[config.mk]
export PLATFORM = sky130hd
export DESIGN_NAME = fsp_sequencer
export DESIGN_NICKNAME = d
export VERILOG_FILES = /design/src/logic/fsp_pkg.sv /design/src/logic/fsp_sequencer.sv /design/src/logic/fsp_page_mem.sv
export SDC_FILE = /design/constraint.sdc
export NUM_CORES = 1
export LEC_CHECK = 0
export ABC_CLOCK_PERIOD_IN_PS = 3900
export BUFFER_PORTS_ARGS = -buffer_cell sky130_fd_sc_hd__buf_2
export CAP_MARGIN = 10
export CORE_MARGIN = 2
export CORE_UTILIZATION = 50
export DETAILED_ROUTE_END_ITERATION = 6
export GPL_ROUTABILITY_DRIVEN = 0
export GPL_TIMING_DRIVEN = 0
export PLACE_DENSITY = 0.64
export SLEW_MARGIN = 20
export SYNTH_ARGS = -nofsm -noshare
export SYNTH_HDL_FRONTEND = slang
export SYNTH_HIERARCHICAL = 1
export SYNTH_SLANG_ARGS = --single-unit
[constraint.sdc]
create_clock -name REF_CLK -period 3.9 [get_ports REF_CLK]
set_clock_uncertainty 0.2 [all_clocks]
set_input_delay 0.195 -clock REF_CLK [delete_from_list [all_inputs] [get_ports REF_CLK]]
set_output_delay 0.195 -clock REF_CLK [all_outputs]
set_load 0.05 [all_outputs]
[src/logic/fsp_pkg.sv]
// Purpose: shared constants for the flash self-programming sequencer
// Assumes: 25 MHz system clock, 16-bit flash words, 32-word pages
// Notes:   byte offsets are for the AXI4-Lite register window
`default_nettype none
package fsp_pkg;
	localparam int          CLK_HZ        = 25000000;
	localparam int          PAGE_WORDS    = 32;
	localparam int          WIDX_BITS     = 5;
	localparam int          WORD_BITS     = 16;
	localparam int          PTR_BITS      = 16;
	localparam int          PAGE_BITS     = 10;
	// pointer layout: bit 0 byte select, 5:1 word in page, 15:6 page index
	localparam int          WORD_LSB      = 1;
	localparam int          PAGE_LSB      = 6;
	// register byte offsets
	localparam logic [7:0]  OFS_CTRL      = 8'h00;
	localparam logic [7:0]  OFS_STATUS    = 8'h04;
	// control register field positions
	localparam int          CB_SPE        = 0;
	localparam int          CB_ERS        = 1;
	localparam int          CB_WRT        = 2;
	localparam int          CB_BLB        = 3;
	localparam int          CB_SRE        = 4;
	// accepted lower five-bit control combinations, then the reset value
	localparam logic [4:0]  CMD_LOCKRD    = 5'h09;
	localparam logic [4:0]  CMD_SECTRD    = 5'h11;
	localparam logic [4:0]  CMD_WRITE     = 5'h05;
	localparam logic [4:0]  CMD_ERASE     = 5'h03;
	localparam logic [4:0]  CMD_LOAD      = 5'h01;
	localparam logic [4:0]  CTRL_RESET    = 5'h00;
	// status register field positions
	localparam int          SB_BUSY       = 0;
	localparam int          SB_ARMED      = 1;
	localparam int          SB_HALT       = 2;
	// store instruction must follow within this many cycles
	localparam logic [2:0]  ARM_WINDOW    = 3'h4;
	// operation times, microseconds, and derived cycle counts
	localparam int          ERASE_TIME_US = 4000;
	localparam int          WRITE_TIME_US = 4000;
	localparam int          ERASE_CYC     = ERASE_TIME_US * (CLK_HZ / 1000000);
	localparam int          WRITE_CYC     = WRITE_TIME_US * (CLK_HZ / 1000000);
	localparam logic [15:0] ERASED_WORD   = 16'hFFFF;
	localparam logic [1:0]  RESP_OKAY     = 2'h0;
	localparam logic [1:0]  RESP_SLVERR   = 2'h2;
endpackage
`default_nettype wire

[src/logic/fsp_sequencer.sv]
// Purpose: flash self-programming sequencer with AXI4-Lite control
// Assumes: core strobes STORE_INSTR with pointer and data pair valid
// Notes:   halts the core during erase and page programming
// Behaviour
// - store instruction accepted from any flash location, no boot region
// - each page-load store puts exactly one word into the buffer
// - buffer words may be loaded in any order
// - erase only after control 00000011 and store within four cycles
// - erase uses page index only, ignores other pointer bits and data
// - core halted for the whole erase
// - load after control 00000001 and store within four cycles
// - load location comes from the word-in-page pointer field
// - buffer cleared after page write and on section read enable write
// - buffer cleared on reset
// - data EEPROM write discards loaded buffer contents
// - write after control 00000101 and store within four cycles, halted
// - enable bit self-clears on store or timeout, held through erase/write
// - only five listed control combinations arm, others ignored
//
// Chosen here: the AXI4-Lite interface to the registers and the placing of the registers.
`timescale 1ns/10ps
`default_nettype none
module fsp_sequencer
#(
	parameter int ERASE_CYCLES = fsp_pkg::ERASE_CYC,
	parameter int WRITE_CYCLES = fsp_pkg::WRITE_CYC
)
(
	input  wire logic                          REF_CLK,
	input  wire logic                          ARST_N,
	input  wire logic [7:0]                    S_AXI_AWADDR,
	input  wire logic                          S_AXI_AWVALID,
	output var  logic                          S_AXI_AWREADY,
	input  wire logic [31:0]                   S_AXI_WDATA,
	input  wire logic [3:0]                    S_AXI_WSTRB,
	input  wire logic                          S_AXI_WVALID,
	output var  logic                          S_AXI_WREADY,
	output var  logic [1:0]                    S_AXI_BRESP,
	output var  logic                          S_AXI_BVALID,
	input  wire logic                          S_AXI_BREADY,
	input  wire logic [7:0]                    S_AXI_ARADDR,
	input  wire logic                          S_AXI_ARVALID,
	output var  logic                          S_AXI_ARREADY,
	output var  logic [31:0]                   S_AXI_RDATA,
	output var  logic [1:0]                    S_AXI_RRESP,
	output var  logic                          S_AXI_RVALID,
	input  wire logic                          S_AXI_RREADY,
	input  wire logic                          STORE_INSTR,
	input  wire logic [fsp_pkg::PTR_BITS-1:0]  FLASH_PTR,
	input  wire logic [fsp_pkg::WORD_BITS-1:0] DATA_PAIR,
	input  wire logic                          EEPROM_WRITE,
	output var  logic                          CPU_HALT,
	output var  logic                          FLASH_ERASE,
	output var  logic                          FLASH_PROG,
	output var  logic [fsp_pkg::PAGE_BITS-1:0] FLASH_PAGE,
	output var  logic [fsp_pkg::WIDX_BITS-1:0] FLASH_WIDX,
	output var  logic [fsp_pkg::WORD_BITS-1:0] FLASH_WDATA
);
	typedef enum logic [2:0] {
		FSP_IDLE,
		FSP_ARMED,
		FSP_ERASE,
		FSP_STREAM,
		FSP_PROGRAM
	} fsp_state_t;

	localparam int PAGE_W = fsp_pkg::PAGE_BITS;
	localparam int WIDX_W = fsp_pkg::WIDX_BITS;

	fsp_state_t                 state_ff;
	fsp_state_t                 nxt_state;
	logic [4:0]                 ctrl_ff;
	logic [2:0]                 win_ff;
	logic [19:0]                busy_cnt_ff;
	logic [WIDX_W-1:0]          idx_ff;
	logic                       stream_vld_ff;
	logic [WIDX_W-1:0]          stream_idx_ff;
	logic [PAGE_W-1:0]          page_ff;
	logic [fsp_pkg::PAGE_WORDS-1:0] valid_ff;
	logic [fsp_pkg::WORD_BITS-1:0]  mem_rdata;

	logic                       wr_fire;
	logic                       wr_ctrl;
	logic                       wr_hit;
	logic [4:0]                 wr_cmd;
	logic                       cmd_legal;
	logic                       store_hit;
	logic                       do_load;
	logic                       do_erase;
	logic                       do_write;
	logic                       buf_clear;
	logic                       busy_done;
	logic [WIDX_W-1:0]          load_idx;
	logic [31:0]                rd_word;
	logic                       rd_hit;

	// ---------------- AXI4-Lite slave ----------------
	// address and data taken together, one write outstanding
	assign wr_fire       = S_AXI_AWVALID && S_AXI_WVALID && !S_AXI_BVALID;
	assign S_AXI_AWREADY = wr_fire;
	assign S_AXI_WREADY  = wr_fire;
	assign wr_hit        = (S_AXI_AWADDR[7:2] == fsp_pkg::OFS_CTRL[7:2])
		|| (S_AXI_AWADDR[7:2] == fsp_pkg::OFS_STATUS[7:2]);
	assign wr_ctrl       = wr_fire && S_AXI_WSTRB[0]
		&& (S_AXI_AWADDR[7:2] == fsp_pkg::OFS_CTRL[7:2]);
	assign wr_cmd        = S_AXI_WDATA[4:0];

	always_ff @(posedge REF_CLK or negedge ARST_N)
	begin
		if (!ARST_N)
		begin
			S_AXI_BVALID <= 1'b0;
			S_AXI_BRESP  <= fsp_pkg::RESP_OKAY;
		end
		else if (wr_fire)
		begin
			S_AXI_BVALID <= 1'b1;
			S_AXI_BRESP  <= wr_hit ? fsp_pkg::RESP_OKAY
				: fsp_pkg::RESP_SLVERR;
		end
		else if (S_AXI_BREADY)
		begin
			S_AXI_BVALID <= 1'b0;
		end
	end

	assign S_AXI_ARREADY = !S_AXI_RVALID;
	assign rd_hit = (S_AXI_ARADDR[7:2] == fsp_pkg::OFS_CTRL[7:2])
		|| (S_AXI_ARADDR[7:2] == fsp_pkg::OFS_STATUS[7:2]);

	always_comb
	begin
		rd_word = 32'h0000_0000;
		if (S_AXI_ARADDR[7:2] == fsp_pkg::OFS_CTRL[7:2])
		begin
			rd_word[4:0] = ctrl_ff;
		end
		else if (S_AXI_ARADDR[7:2] == fsp_pkg::OFS_STATUS[7:2])
		begin
			rd_word[fsp_pkg::SB_BUSY]  = (state_ff == FSP_ERASE)
				|| (state_ff == FSP_STREAM) || (state_ff == FSP_PROGRAM);
			rd_word[fsp_pkg::SB_ARMED] = (state_ff == FSP_ARMED);
			rd_word[fsp_pkg::SB_HALT]  = CPU_HALT;
		end
	end

	always_ff @(posedge REF_CLK or negedge ARST_N)
	begin
		if (!ARST_N)
		begin
			S_AXI_RVALID <= 1'b0;
			S_AXI_RDATA  <= 32'h0000_0000;
			S_AXI_RRESP  <= fsp_pkg::RESP_OKAY;
		end
		else if (S_AXI_ARVALID && !S_AXI_RVALID)
		begin
			S_AXI_RVALID <= 1'b1;
			S_AXI_RDATA  <= rd_word;
			S_AXI_RRESP  <= rd_hit ? fsp_pkg::RESP_OKAY
				: fsp_pkg::RESP_SLVERR;
		end
		else if (S_AXI_RREADY)
		begin
			S_AXI_RVALID <= 1'b0;
		end
	end

	// ---------------- command arming ----------------
	// commands are only accepted while no operation is running
	assign cmd_legal = (wr_cmd == fsp_pkg::CMD_LOCKRD)
		|| (wr_cmd == fsp_pkg::CMD_SECTRD)
		|| (wr_cmd == fsp_pkg::CMD_WRITE)
		|| (wr_cmd == fsp_pkg::CMD_ERASE)
		|| (wr_cmd == fsp_pkg::CMD_LOAD);

	// the instruction is honoured wherever it is fetched from
	assign store_hit = (state_ff == FSP_ARMED) && STORE_INSTR;
	assign do_load   = store_hit && (ctrl_ff == fsp_pkg::CMD_LOAD);
	assign do_erase  = store_hit && (ctrl_ff == fsp_pkg::CMD_ERASE);
	assign do_write  = store_hit && (ctrl_ff == fsp_pkg::CMD_WRITE);
	assign busy_done = (busy_cnt_ff == 20'h00000);

	always_comb
	begin
		nxt_state = state_ff;
		case (state_ff)
			FSP_IDLE:
			begin
				if (wr_ctrl && cmd_legal)
				begin
					nxt_state = FSP_ARMED;
				end
			end
			FSP_ARMED:
			begin
				if (do_erase)
				begin
					nxt_state = FSP_ERASE;
				end
				else if (do_write)
				begin
					nxt_state = FSP_STREAM;
				end
				else if (store_hit || (win_ff == fsp_pkg::ARM_WINDOW))
				begin
					nxt_state = FSP_IDLE;
				end
			end
			FSP_ERASE:
			begin
				if (busy_done)
				begin
					nxt_state = FSP_IDLE;
				end
			end
			FSP_STREAM:
			begin
				if (stream_vld_ff && (stream_idx_ff == WIDX_W'(31)))
				begin
					nxt_state = FSP_PROGRAM;
				end
			end
			FSP_PROGRAM:
			begin
				if (busy_done)
				begin
					nxt_state = FSP_IDLE;
				end
			end
			default:
			begin
				nxt_state = FSP_IDLE;
			end
		endcase
	end

	always_ff @(posedge REF_CLK or negedge ARST_N)
	begin
		if (!ARST_N)
		begin
			state_ff <= FSP_IDLE;
		end
		else
		begin
			state_ff <= nxt_state;
		end
	end

	// control bits stay set through erase and write, clear on return
	always_ff @(posedge REF_CLK or negedge ARST_N)
	begin
		if (!ARST_N)
		begin
			ctrl_ff <= fsp_pkg::CTRL_RESET;
		end
		else if ((state_ff == FSP_IDLE) && wr_ctrl && cmd_legal)
		begin
			ctrl_ff <= wr_cmd;
		end
		else if (nxt_state == FSP_IDLE)
		begin
			ctrl_ff <= fsp_pkg::CTRL_RESET;
		end
	end

	// cycles since the arming write; store accepted on counts 1..4
	always_ff @(posedge REF_CLK or negedge ARST_N)
	begin
		if (!ARST_N)
		begin
			win_ff <= 3'h0;
		end
		else if (state_ff != FSP_ARMED)
		begin
			win_ff <= 3'h1;
		end
		else
		begin
			win_ff <= win_ff + 3'h1;
		end
	end

	// ---------------- operation timing ----------------
	always_ff @(posedge REF_CLK or negedge ARST_N)
	begin
		if (!ARST_N)
		begin
			busy_cnt_ff <= 20'h00000;
		end
		else if (do_erase)
		begin
			busy_cnt_ff <= 20'(ERASE_CYCLES - 1);
		end
		else if (nxt_state == FSP_PROGRAM && state_ff == FSP_STREAM)
		begin
			busy_cnt_ff <= 20'(WRITE_CYCLES - 1);
		end
		else if (!busy_done)
		begin
			busy_cnt_ff <= busy_cnt_ff - 20'h00001;
		end
	end

	// page captured for erase and write; word and data pair ignored
	always_ff @(posedge REF_CLK or negedge ARST_N)
	begin
		if (!ARST_N)
		begin
			page_ff <= '0;
		end
		else if (do_erase || do_write)
		begin
			page_ff <= FLASH_PTR[fsp_pkg::PTR_BITS-1:fsp_pkg::PAGE_LSB];
		end
	end

	// halt held from the store until the timed operation ends
	assign CPU_HALT = (state_ff == FSP_ERASE) || (state_ff == FSP_STREAM)
		|| (state_ff == FSP_PROGRAM);

	// ---------------- page buffer ----------------
	assign load_idx = FLASH_PTR[fsp_pkg::WORD_LSB+WIDX_W-1:fsp_pkg::WORD_LSB];
	assign buf_clear = (state_ff == FSP_PROGRAM && busy_done)
		|| (wr_ctrl && cmd_legal && wr_cmd[fsp_pkg::CB_SRE]
		&& state_ff == FSP_IDLE)
		|| EEPROM_WRITE;

	// write side reads the buffer one word a cycle, data one cycle later
	always_ff @(posedge REF_CLK or negedge ARST_N)
	begin
		if (!ARST_N)
		begin
			idx_ff        <= '0;
			stream_vld_ff <= 1'b0;
			stream_idx_ff <= '0;
		end
		else
		begin
			stream_vld_ff <= (state_ff == FSP_STREAM)
				&& !(stream_vld_ff && stream_idx_ff == WIDX_W'(31))
				&& !(idx_ff == '0 && stream_vld_ff);
			stream_idx_ff <= idx_ff;
			if (state_ff == FSP_STREAM && !(idx_ff == WIDX_W'(31)))
			begin
				idx_ff <= idx_ff + WIDX_W'(1);
			end
			else if (state_ff != FSP_STREAM)
			begin
				idx_ff <= '0;
			end
		end
	end

	// one valid bit per buffer word; loads in any order, cleared as a whole
	genvar gi;
	generate
		for (gi = 0; gi < fsp_pkg::PAGE_WORDS; gi++)
		begin : g_valid
			always_ff @(posedge REF_CLK or negedge ARST_N)
			begin
				if (!ARST_N)
				begin
					valid_ff[gi] <= 1'b0;
				end
				else if (do_load && load_idx == WIDX_W'(gi))
				begin
					valid_ff[gi] <= 1'b1;
				end
				else if (buf_clear)
				begin
					valid_ff[gi] <= 1'b0;
				end
			end
		end
	endgenerate

	fsp_page_mem u_mem
	(
		.clk   (REF_CLK),
		.we    (do_load),
		.waddr (load_idx),
		.wdata (DATA_PAIR),
		.raddr (idx_ff),
		.rdata (mem_rdata)
	);

	// ---------------- flash array side ----------------
	always_ff @(posedge REF_CLK or negedge ARST_N)
	begin
		if (!ARST_N)
		begin
			FLASH_ERASE <= 1'b0;
			FLASH_PROG  <= 1'b0;
			FLASH_PAGE  <= '0;
			FLASH_WIDX  <= '0;
			FLASH_WDATA <= fsp_pkg::ERASED_WORD;
		end
		else
		begin
			FLASH_ERASE <= do_erase;
			FLASH_PROG  <= stream_vld_ff;
			FLASH_PAGE  <= (do_erase || do_write)
				? FLASH_PTR[fsp_pkg::PTR_BITS-1:fsp_pkg::PAGE_LSB] : page_ff;
			FLASH_WIDX  <= stream_idx_ff;
			FLASH_WDATA <= valid_ff[stream_idx_ff] ? mem_rdata
				: fsp_pkg::ERASED_WORD;
		end
	end
endmodule
`default_nettype wire

[src/logic/fsp_page_mem.sv]
// Purpose: temporary page buffer storage, one write and one read port
// Assumes: read data registered, one cycle after the address
// Notes:   word validity is tracked by the sequencer, not here
`timescale 1ns/10ps
`default_nettype none
module fsp_page_mem
(
	input  wire logic                          clk,
	input  wire logic                          we,
	input  wire logic [fsp_pkg::WIDX_BITS-1:0] waddr,
	input  wire logic [fsp_pkg::WORD_BITS-1:0] wdata,
	input  wire logic [fsp_pkg::WIDX_BITS-1:0] raddr,
	output var  logic [fsp_pkg::WORD_BITS-1:0] rdata
);
	logic [fsp_pkg::WORD_BITS-1:0] mem [fsp_pkg::PAGE_WORDS];

	always_ff @(posedge clk)
	begin
		if (we)
		begin
			mem[waddr] <= wdata;
		end
	end

	always_ff @(posedge clk)
	begin
		rdata <= mem[raddr];
	end
endmodule
`default_nettype wire

==> results of run 1 <==
[kinds of logic after synthesis]
logic type | Yosys count | synth area share [%]
other | 1 | 0.0144
AO/OA/AOI/OAI | 232 | 6.56
adder cells (fa/ha/maj) | 6 | 0.288
XOR/XNOR | 12 | 0.404
multiplexers | 289 | 11.2
AND/OR/NAND/NOR | 308 | 6.51
buffers and inverters | 128 | 3.53
flip-flops | 644 | 71.5
[per-layer routing]
metal,wire length (um),global-route usage [%]
met5,24,0
met1,27600,33.2
met3,4490,5.05
met4,1890,7.81
met2,29000,36.2
[synthesized netlist by cell type (all sizes together), types with 15 or more instances]
library cell | count | area (sq um)
edfxtp | 512 | 15400
mux2i | 274 | 2740
dfrtp | 100 | 2500
buf | 97 | 802
a22oi | 67 | 503
nor2 | 67 | 267
nand2 | 64 | 240
a22o | 57 | 499
a21oi | 43 | 215
nand3 | 42 | 210
nor3 | 24 | 141
nand2b | 23 | 144
nand4 | 19 | 119
a31oi | 18 | 113
clkbuf | 18 | 67.6
dfstp | 16 | 420
dfxtp | 16 | 320
mux2 | 15 | 169
[stage by stage]
stage	setup WS, ns	instance area [sq um]
after global placement	-0.349	27500
final	0.174	30600
after CTS	0.133	30600
after floorplan	0.739	26100
after detailed placement	0.157	27900
after global routing	0.0530	30600
[final cells by class]
class	count	area (sq um)
clock inverters	30	353
clock buffers	95	1920
flip-flops and latches	644	18600
well taps	680	851
multi-input cells	876	6680
plain buffers	115	870
inverters	13	48.8
fillers	3921	20800
diodes	2	5.00
repair buffers	169	1280
[power by group]
group	switching (mW)	internal [mW]
combinational	0.278	0.0914
clock	2.61	3.91
sequential	0.00262	7.43
total	2.89	11.4
[worst max-delay path by stage]
| stage | endpoint | slack (ns) | depth (start not counted) | start |
|---|---|---|---|---|
| 4_1_cts | u_mem/mem[12][9]$_DFFE_PP_ | 0.13 | 5 | ctrl_ff[3]$_DFFE_PN0P_ |
| 5_1_grt | u_mem/mem[12][7]$_DFFE_PP_ | 0.05 | 5 | ctrl_ff[3]$_DFFE_PN0P_ |
| 3_3_place_gp | u_mem/mem[24][3]$_DFFE_PP_ | -0.35 | 5 | ctrl_ff[3]$_DFFE_PN0P_ |
| 6_report | u_mem/mem[12][14]$_DFFE_PP_ | 0.17 | 5 | ctrl_ff[3]$_DFFE_PN0P_ |
| 3_5_place_dp | u_mem/mem[12][12]$_DFFE_PP_ | 0.16 | 5 | ctrl_ff[3]$_DFFE_PN0P_ |
| 2_1_floorplan | u_mem/mem[12][0]$_DFFE_PP_ | 0.74 | 5 | ctrl_ff[3]$_DFFE_PN0P_ |
[worst max-delay path: cells and delay by family (launching register included)]
kind	cells	cell delay, ns
DFF	1	0.41
buffers and inverters	1	0.39
and+or+nand+nor	4	2.33
[layout by cell type, fill, tap and decap left out, types with 6 or more instances in the layout]
| cell | count |
|---|---|
| o21ai_0 | 11 |
| bufinv_16 | 7 |
| nand3b_1 | 10 |
| dfrtp_1 | 100 |
| nor4_1 | 6 |
| nor2_2 | 32 |
| inv_1 | 13 |
| a22o_1 | 57 |
| nand3_1 | 42 |
| buf_8 | 16 |
| xor2_1 | 9 |
| nand2b_1 | 23 |
| clkbuf_1 | 36 |
| a31oi_1 | 18 |
| mux2_2 | 15 |
| clkbuf_16 | 70 |
| buf_2 | 126 |
| buf_4 | 53 |
| nor3_1 | 21 |
| dfxtp_1 | 16 |
| dfstp_2 | 16 |
| nor2b_1 | 9 |
| a32o_1 | 6 |
| a21oi_1 | 43 |
| clkinv_1 | 9 |
| clkbuf_8 | 7 |
| nand4_1 | 19 |
| o211ai_1 | 9 |
| clkinv_2 | 8 |
| a22oi_1 | 67 |
| nor2_1 | 33 |
| buf_6 | 17 |
| mux2i_1 | 274 |
| ha_1 | 6 |
| nand2_1 | 64 |
| conb_1 | 29 |
| dlygate4sd3_1 | 46 |
| edfxtp_1 | 512 |
[flip-flops by register name, indices dropped and copies added, names as in the netlist, 3 cells and up]
name and cells:
FLASH_WDATA 16, S_AXI_RDATA 5, u_mem/mem 512, ctrl_ff 5, busy_cnt_ff 20, state_ff 3
page_ff 10, idx_ff 5, win_ff 3, stream_idx_ff 5, u_mem/rdata 16, FLASH_WIDX 5
valid_ff 32
[repair_timing]
item,4_1_cts,5_1_grt
endpoints found under the setup margin,0,0
hold buffers,47,0
endpoints found under the hold margin,273,0
==> flow_metrics.env, run 1 <==
export IMPL_fp_dieH_um=232
export IMPL_drt_wl_total_um=63000
export IMPL_synth_edff_count=512
export IMPL_vias=15000
export IMPL_ys_flop_type="edfxtp_1"
export IMPL_syn_avg_cell_area_sq_um=16.1
export IMPL_post_drt_wl_per_cell_um=24.0
export IMPL_final_hold_viol_count=2
export IMPL_power_mw=14.3
export IMPL_reg2reg_depth=5
export IMPL_cts_tree="yes"
export IMPL_yosys_warnings=6
export IMPL_slew_viol_final=0
export IMPL_period_needed_ns=3.73
export IMPL_stdcell_count=2624
export IMPL_setup_viol=0
export IMPL_dp_cells=2450
export IMPL_tightest_slew_ns=0.961
export IMPL_netlist_area_sq_mm=0.0260
export IMPL_die_w_um=232
export IMPL_hold_path_class="in -> reg"
export IMPL_cts_made_buffers=68
export IMPL_syn_to_final_growth_pct=17.6
export IMPL_drt_iter0_drc=1321
export IMPL_vdd_drop_max_v=0.000449
export IMPL_fin_crit_sh_pct=95.5
export IMPL_grt_pass1_vias=14800
export IMPL_ys_types=73
export IMPL_ios=168
export IMPL_final_util_pct=59.6
export IMPL_whs_ns=-0.00381
export IMPL_r2r_slack_ns=0.17
export IMPL_rsz0062_at_grt="false"
export IMPL_crit_chain="or4bb_1 -> nor4_4 -> or3b_2 -> clkbuf_1 -> nor2_2"
export IMPL_ys_ff_latch=644
export IMPL_rows=83
export IMPL_cts_sinks=644
export IMPL_critPathLaunchType="register"
export IMPL_cap_viol_max_count=0
export IMPL_status="complete, but fails checks"
export IMPL_clk_latency_ns=0.60
export IMPL_hold_start="DATA_PAIR[5]"
export IMPL_grtUsageTotal_pct=23.5
export IMPL_endpoint_kind="register"
export IMPL_hold_path_end="u_mem/mem[7][5]$_DFFE_PP_"
export IMPL_cts_resized=0
export IMPL_num_nets_final=1986
export IMPL_ys_async_sr_fraction_pct=18.0
export IMPL_cp_slowest_cell="nor2_2"
export IMPL_root_buffer="clkbuf_16"
export IMPL_p_per_area_mw_per_mm2=468
export IMPL_vias_per_cell=5.70
export IMPL_path_clk_slew_ns=0.06
export IMPL_ys_seq_area_share_pct=71.5
export IMPL_drc_errors=0
export IMPL_hpwl_um=40200
export IMPL_design_core_area_sq_mm=0.0514
export IMPL_antenna_found_initial=2
export IMPL_die_area_sq_mm=0.0539
export IMPL_grt_pass1_wl_um=92500
export IMPL_max_freq_ghz=0.268
export IMPL_firstDrtPassIters=5
export IMPL_grt_start_max_net_pins=72
export IMPL_syn_inst=1620
export IMPL_slowest_delay_ns=0.85
export IMPL_ant_nets=0
export IMPL_overflow=0
export IMPL_cp_max_fo=16
export IMPL_crit_arrival_ns=3.74
export IMPL_cts_setup_buffers=0
export IMPL_whs_path_depth=1
export IMPL_critPathRequiredTime_ns=3.92
export IMPL_port_buffers=103
export IMPL_htree_levels=3
export IMPL_p_leak_nw=10.5
export IMPL_rr_startpoint="ctrl_ff[3]$_DFFE_PN0P_"
export IMPL_clockBufferDepth=3
export IMPL_timing_rr_end="u_mem/mem[12][14]$_DFFE_PP_"
export IMPL_drive_gt1_share_pct=20.9
export IMPL_slew_headroom_pct=35.9
export IMPL_violations="hold timing"
export IMPL_start_util_pct=50.6
export IMPL_critPathKind="reg -> reg"
export IMPL_setup_tns_final_ns=0
No activity file was read; power rests on OpenSTA's default activity.
==> inputs of run 2 (changes only) <==
--- a/config.mk
+++ b/config.mk
@@ -14,6 +14,7 @@
 export GPL_ROUTABILITY_DRIVEN = 0
 export GPL_TIMING_DRIVEN = 0
 export PLACE_DENSITY = 0.64
+export RECOVER_POWER = 100
 export SLEW_MARGIN = 20
 export SYNTH_ARGS = -nofsm -noshare
 export SYNTH_HDL_FRONTEND = slang
==> flow_metrics.env, run 2 (synthesized netlist as in run 1, its figures left out) <==
export IMPL_status="complete, but fails checks"
export IMPL_violations="DRC, capacitance limit, slew limit"
export IMPL_busiest_layer="met2"
export IMPL_grt_start_max_net_pins=72
export IMPL_final_common_cell="edfxtp_1"
export IMPL_die_area_sq_mm=0.0539
export IMPL_period_needed_ns=3.78
export IMPL_endpoint_kind="register"
export IMPL_design_core_area_sq_mm=0.0514
export IMPL_num_nets_final=1986
export IMPL_stdcell_count=2622
export IMPL_die_w_um=232
export IMPL_p_int_mw=11.4
export IMPL_rows=83
export IMPL_tightest_slew_ns=2.42
export IMPL_slew_headroom_pct=-61.5
export IMPL_diodes=0
export IMPL_cp_max_fo=10
export IMPL_setup_viol=0
export IMPL_p_seq_share_pct=51.9
export IMPL_drive_gt1_share_pct=15.9
export IMPL_place_area_sq_mm=0.0279
export IMPL_critPathKind="reg -> reg"
export IMPL_final_hold_viol_count=0
export IMPL_rsz0062_at_grt="false"
export IMPL_reg2reg_depth=6
export IMPL_dp_cells=2450
export IMPL_cts_hold_repair_buffers=47
export IMPL_port_buffers=103
export IMPL_drt_iter0_drc=1330
export IMPL_final_cell_mix="512 x edfxtp_1, 274 x mux2i_1, 109 x clkbuf_1"
export IMPL_met3_usage_pct=5.05
export IMPL_p_sw_mw=2.89
export IMPL_cts_made_buffers=68
export IMPL_cap_viol_max_count=17
export IMPL_path_clk_slew_ns=0.06
export IMPL_timing_rr_end="u_mem/mem[24][6]$_DFFE_PP_"
export IMPL_grt_pass1_vias=14800
export IMPL_vias=15100
export IMPL_hold_path_end="S_AXI_BVALID$_DFFE_PN0P_"
export IMPL_pre_cts_slack_ns=0.157
export IMPL_hpwl_um=40200
export IMPL_root_buffer="clkbuf_16"
export IMPL_drt_wl_total_um=63000
export IMPL_worst_slack_ns=0.119
export IMPL_rr_startpoint="ctrl_ff[3]$_DFFE_PN0P_"
export IMPL_htree_levels=3
export IMPL_use_met1_pct=33.2
export IMPL_hold_path_class="in -> reg"
export IMPL_final_util_pct=59.0
export IMPL_clk_latency_ns=0.60
export IMPL_switching_share_pct=20.2
export IMPL_ant_nets=0
export IMPL_top_register="u_mem/mem"
export IMPL_met2_usage_pct=36.2
export IMPL_max_freq_ghz=0.264
export IMPL_whs_path_depth=4
export IMPL_r2r_slack_ns=0.12
export IMPL_cts_tree="yes"
export IMPL_setup_tns_final_ns=0
export IMPL_slew_viol_final=613
export IMPL_top_regs="u_mem/mem: 512 flops, valid_ff: 32 flops, busy_cnt_ff: 20 flops"
export IMPL_hold_start="S_AXI_AWVALID"
export IMPL_overflow=0
export IMPL_clockBufferDepth=3
export IMPL_cts_resized=0
export IMPL_firstDrtPassIters=7
export IMPL_critPathLaunchType="register"
export IMPL_clkPwrFrac_pct=45.6
export IMPL_final_design_area_no_fill_sq_mm=0.0303
export IMPL_cts_sinks=644
export IMPL_ios=168
export IMPL_whs_ns=0.0106
export IMPL_grtUsageTotal_pct=23.5
export IMPL_critPathRequiredTime_ns=4.01
export IMPL_post_drt_wl_per_cell_um=24.0
export IMPL_p_comb_share_pct=2.5
export IMPL_drc_errors=1
export IMPL_p_leak_nw=10.2
export IMPL_grt_pass1_wl_um=92500
export IMPL_vdd_drop_max_v=0.000446
export IMPL_fin_crit_sh_pct=96.9
export IMPL_cts_setup_buffers=0
export IMPL_power_mw=14.3
export IMPL_antenna_found_initial=2
export IMPL_start_util_pct=50.6
export IMPL_crit_arrival_ns=3.89
export IMPL_vias_per_cell=5.75
export IMPL_p_per_area_mw_per_mm2=472
export IMPL_syn_to_final_growth_pct=16.4
export IMPL_fp_dieH_um=232
export IMPL_largest_register_ffs=512
export IMPL_fill_cells=3990
run 2: cell types whose count changed in the layout (fill, tap and decap cells not counted), moves of 2 or more:
cell and change:
buf_16 -2, buf_6 -5, nor2_2 -17, buf_8 -5
o21ai_0 +2, diode_2 -2, buf_2 -70, clkbuf_1 +73
nor2_1 +18, clkbuf_2 +10
run 2: final cells by class:
| cell class | count | area (sq um) | area share [%] |
|---|---|---|---|
| Sequential cell | 644 | 18600 | 61.4 |
| Multi-Input combinational cell | 876 | 6600 | 21.8 |
| Clock buffer | 95 | 1920 | 6.32 |
| Timing Repair Buffer | 169 | 1080 | 3.56 |
| Tap cell | 680 | 851 | 2.81 |
| Buffer | 115 | 848 | 2.80 |
| Clock inverter | 30 | 353 | 1.16 |
| Inverter | 13 | 48.8 | 0.161 |
run 2: worst max-delay path, cell delays in order, from the launching register on:
cell and delay [ns]:
dfrtp_1 0.41, or4bb_1 0.59, nor4_4 0.41, or3b_2 0.48
clkbuf_1 0.36, nor2_1 0.77, buf_8 0.24
run 2: worst max path at each step:
stage                                       from                           to  slack [ns]  cells past startpoint
after floorplan           ctrl_ff[3]$_DFFE_PN0P_   u_mem/mem[12][0]$_DFFE_PP_        0.74                      5
after global placement    ctrl_ff[3]$_DFFE_PN0P_   u_mem/mem[24][3]$_DFFE_PP_       -0.35                      5
after detailed placement  ctrl_ff[3]$_DFFE_PN0P_  u_mem/mem[12][12]$_DFFE_PP_        0.16                      5
after CTS                 ctrl_ff[3]$_DFFE_PN0P_   u_mem/mem[12][9]$_DFFE_PP_        0.13                      5
after global routing      ctrl_ff[3]$_DFFE_PN0P_   u_mem/mem[27][6]$_DFFE_PP_        0.03                      5
final                     ctrl_ff[3]$_DFFE_PN0P_   u_mem/mem[24][6]$_DFFE_PP_        0.12                      6
run 2: power by group through the flow:
stage                     logic [mW]  registers, mW  clock network (mW)
after floorplan                0.125           7.58                   0
final                          0.356           7.43                6.52
after global placement         0.319           7.57                   0
after global routing           0.382           7.43                6.89
after detailed placement       0.334           7.57                   0
after CTS                      0.370           7.43                6.63
run 2: per-layer routing:
metal | vias to the layer above | wire length (um)
li1 | 6752 | -
met1 | 7619 | 27600
met2 | 588 | 29000
met3 | 103 | 4580
met4 | 4 | 1840
met5 | - | 24
==> inputs of run 3 (changes only) <==
--- a/config.mk
+++ b/config.mk
@@ -6,14 +6,16 @@
 export NUM_CORES = 1
 export LEC_CHECK = 0
 export ABC_CLOCK_PERIOD_IN_PS = 3900
-export BUFFER_PORTS_ARGS = -buffer_cell sky130_fd_sc_hd__buf_2
+export BUFFER_PORTS_ARGS = -buffer_cell sky130_fd_sc_hd__buf_4
 export CAP_MARGIN = 10
+export CELL_PAD_IN_SITES_DETAIL_PLACEMENT = 1
+export CELL_PAD_IN_SITES_GLOBAL_PLACEMENT = 1
 export CORE_MARGIN = 2
 export CORE_UTILIZATION = 50
 export DETAILED_ROUTE_END_ITERATION = 6
 export GPL_ROUTABILITY_DRIVEN = 0
 export GPL_TIMING_DRIVEN = 0
-export PLACE_DENSITY = 0.64
+export PLACE_DENSITY = 0.73
 export RECOVER_POWER = 100
 export SLEW_MARGIN = 20
 export SYNTH_ARGS = -nofsm -noshare
==> flow_metrics.env, run 3 (synthesized netlist as in run 1, its figures left out) <==
export IMPL_status="complete, but fails checks"
export IMPL_violations="capacitance limit, slew limit"
export IMPL_path_clk_slew_ns=0.06
export IMPL_largest_register_ffs=512
export IMPL_cp_max_fo=13
export IMPL_critPathLaunchType="register"
export IMPL_antenna_found_initial=0
export IMPL_period_needed_ns=3.74
export IMPL_endpoint_kind="register"
export IMPL_die_w_um=232
export IMPL_htree_levels=3
export IMPL_setup_tns_final_ns=0
export IMPL_timing_rr_end="u_mem/mem[28][9]$_DFFE_PP_"
export IMPL_vdd_drop_max_v=0.000425
export IMPL_start_util_pct=50.6
export IMPL_clockBufferDepth=3
export IMPL_grt_start_max_net_pins=81
export IMPL_rr_startpoint="ctrl_ff[3]$_DFFE_PN0P_"
export IMPL_ant_nets=0
export IMPL_top_register="u_mem/mem"
export IMPL_grt_pass1_vias=16400
export IMPL_p_leak_nw=10.3
export IMPL_clkPwrFrac_pct=45.4
export IMPL_overflow=0
export IMPL_cts_sinks=644
export IMPL_critPathRequiredTime_ns=3.97
export IMPL_final_cell_mix="512 x edfxtp_1, 274 x mux2i_1, 101 x clkbuf_1"
export IMPL_root_buffer="clkbuf_16"
export IMPL_setup_viol=0
export IMPL_design_core_area_sq_mm=0.0514
export IMPL_final_hold_viol_count=0
export IMPL_fp_dieH_um=232
export IMPL_num_nets_final=2004
export IMPL_slew_viol_final=578
export IMPL_max_freq_ghz=0.267
export IMPL_drive_gt1_share_pct=15.9
export IMPL_hpwl_um=44300
export IMPL_syn_to_final_growth_pct=17.2
export IMPL_tightest_slew_ns=1.94
export IMPL_r2r_slack_ns=0.16
export IMPL_p_per_area_mw_per_mm2=469
export IMPL_endpoint="u_mem/mem[28][9]$_DFFE_PP_"
export IMPL_cts_tree="yes"
export IMPL_startpoint="ctrl_ff[3]$_DFFE_PN0P_"
export IMPL_ios=168
export IMPL_hold_path_class="in -> reg"
export IMPL_cts_made_buffers=69
export IMPL_final_design_area_no_fill_sq_mm=0.0305
export IMPL_cts_setup_buffers=0
export IMPL_place_area_sq_mm=0.0281
export IMPL_p_comb_share_pct=2.6
export IMPL_grt_pass1_wl_um=102000
export IMPL_final_common_cell="edfxtp_1"
export IMPL_post_drt_wl_per_cell_um=25.8
export IMPL_clk_latency_ns=0.61
export IMPL_critPathKind="reg -> reg"
export IMPL_rows=83
export IMPL_firstDrtPassIters=5
export IMPL_die_area_sq_mm=0.0539
export IMPL_crit_arrival_ns=3.80
export IMPL_grtUsageTotal_pct=25.8
export IMPL_p_seq_share_pct=52.0
export IMPL_drt_iter0_drc=1090
export IMPL_worst_slack_ns=0.162
export IMPL_top_regs="u_mem/mem: 512 flops, valid_ff: 32 flops, busy_cnt_ff: 20 flops"
export IMPL_p_sw_mw=3.00
export IMPL_p_int_mw=11.3
export IMPL_vias_per_cell=5.78
export IMPL_drc_errors=0
export IMPL_reg2reg_depth=6
export IMPL_fin_crit_sh_pct=95.9
export IMPL_drt_wl_total_um=68100
export IMPL_fill_cells=4764
export IMPL_pre_cts_slack_ns=0.147
export IMPL_switching_share_pct=21.0
export IMPL_slew_headroom_pct=-29.0
export IMPL_rsz0062_at_grt="false"
export IMPL_vias=15300
export IMPL_port_buffers=103
export IMPL_cap_viol_max_count=16
## run 3: changes by cell type in the layout (fill, tap and decap cells not counted), moves of 8 or more
cell / before / now
buf_4: 52 / 89
buf_2: 56 / 18
dlygate4sd3_1: 46 / 59
clkbuf_1: 109 / 101
## run 3: worst max-delay path, cell delays in order (launching register included)
cell      delay (ns)
dfrtp_1         0.41
or4bb_1         0.58
nor4_4          0.40
or3b_2          0.49
clkbuf_1        0.35
nor2_1          0.51
clkbuf_2        0.46
## run 3: cell type report
cell class              count  area [sq um]  area share (%)
flip-flops and latches    644         18600            61.0
well taps                 680           851            2.79
clock buffers              81          1820            5.98
diodes                      1          2.50         0.00820
multi-input cells         876          6600            21.6
inverters                  13          48.8           0.160
plain buffers             115           843            2.76
repair buffers            186          1300            4.25
clock inverters            43           422            1.38
## run 3: metal layers
metal	GRT usage (%)	share of wire (%)
met4	7.07	2.5
met2	43.6	50
met3	3.68	5.6
met1	34.9	42
met5	0	0
## run 3: how the worst min path moves through the flow
stage                          startpoint                           to  slack (ns)  cells past startpoint
6_report                     FLASH_PTR[3]  u_mem/mem[21][15]$_DFFE_PP_        0.07                      3
5_1_grt                      FLASH_PTR[4]   u_mem/mem[29][2]$_DFFE_PP_        0.08                      3
4_1_cts                      FLASH_PTR[3]      valid_ff[9]$_DFFE_PN0P_        0.04                      4
3_5_place_dp                       ARST_N   busy_cnt_ff[2]$_DFFE_PN0P_       -0.07                      1
3_3_place_gp   stream_idx_ff[1]$_DFF_PN0_      FLASH_WIDX[1]$_DFF_PN0_        0.16                      0
2_1_floorplan                      ARST_N        FLASH_ERASE$_DFF_PN0_       -0.30                      0
## run 3: per-stage QoR
stage               hold slack (ns)  cells  utilization, %  power [mW]
finish                       0.0676   2639            59.3        14.3
global route                 0.0839   2638            59.3        14.7
floorplan                    -0.301   1648               -        7.71
CTS                          0.0389   2638            60.3        14.4
global placement              0.158   2431            54.0        7.90
detailed placement          -0.0667   2454            54.8        7.92
## run 3: power by group through the flow
| stage | clock [mW] | sequential [mW] | combinational, mW |
|---|---|---|---|
| 2_1_floorplan | 0 | 7.58 | 0.125 |
| 3_3_place_gp | 0 | 7.57 | 0.331 |
| 3_5_place_dp | 0 | 7.57 | 0.351 |
| 4_1_cts | 6.60 | 7.43 | 0.397 |
| 5_1_grt | 6.84 | 7.43 | 0.402 |
| 6_report | 6.50 | 7.43 | 0.375 |
## run 3: what timing repair did
action | 4_1_cts | 5_1_grt
hold buffers | 60 | 0
resized for setup | 0 | 0
endpoints found under the hold margin | 673 | 0
endpoints found under the setup margin | 0 | 0
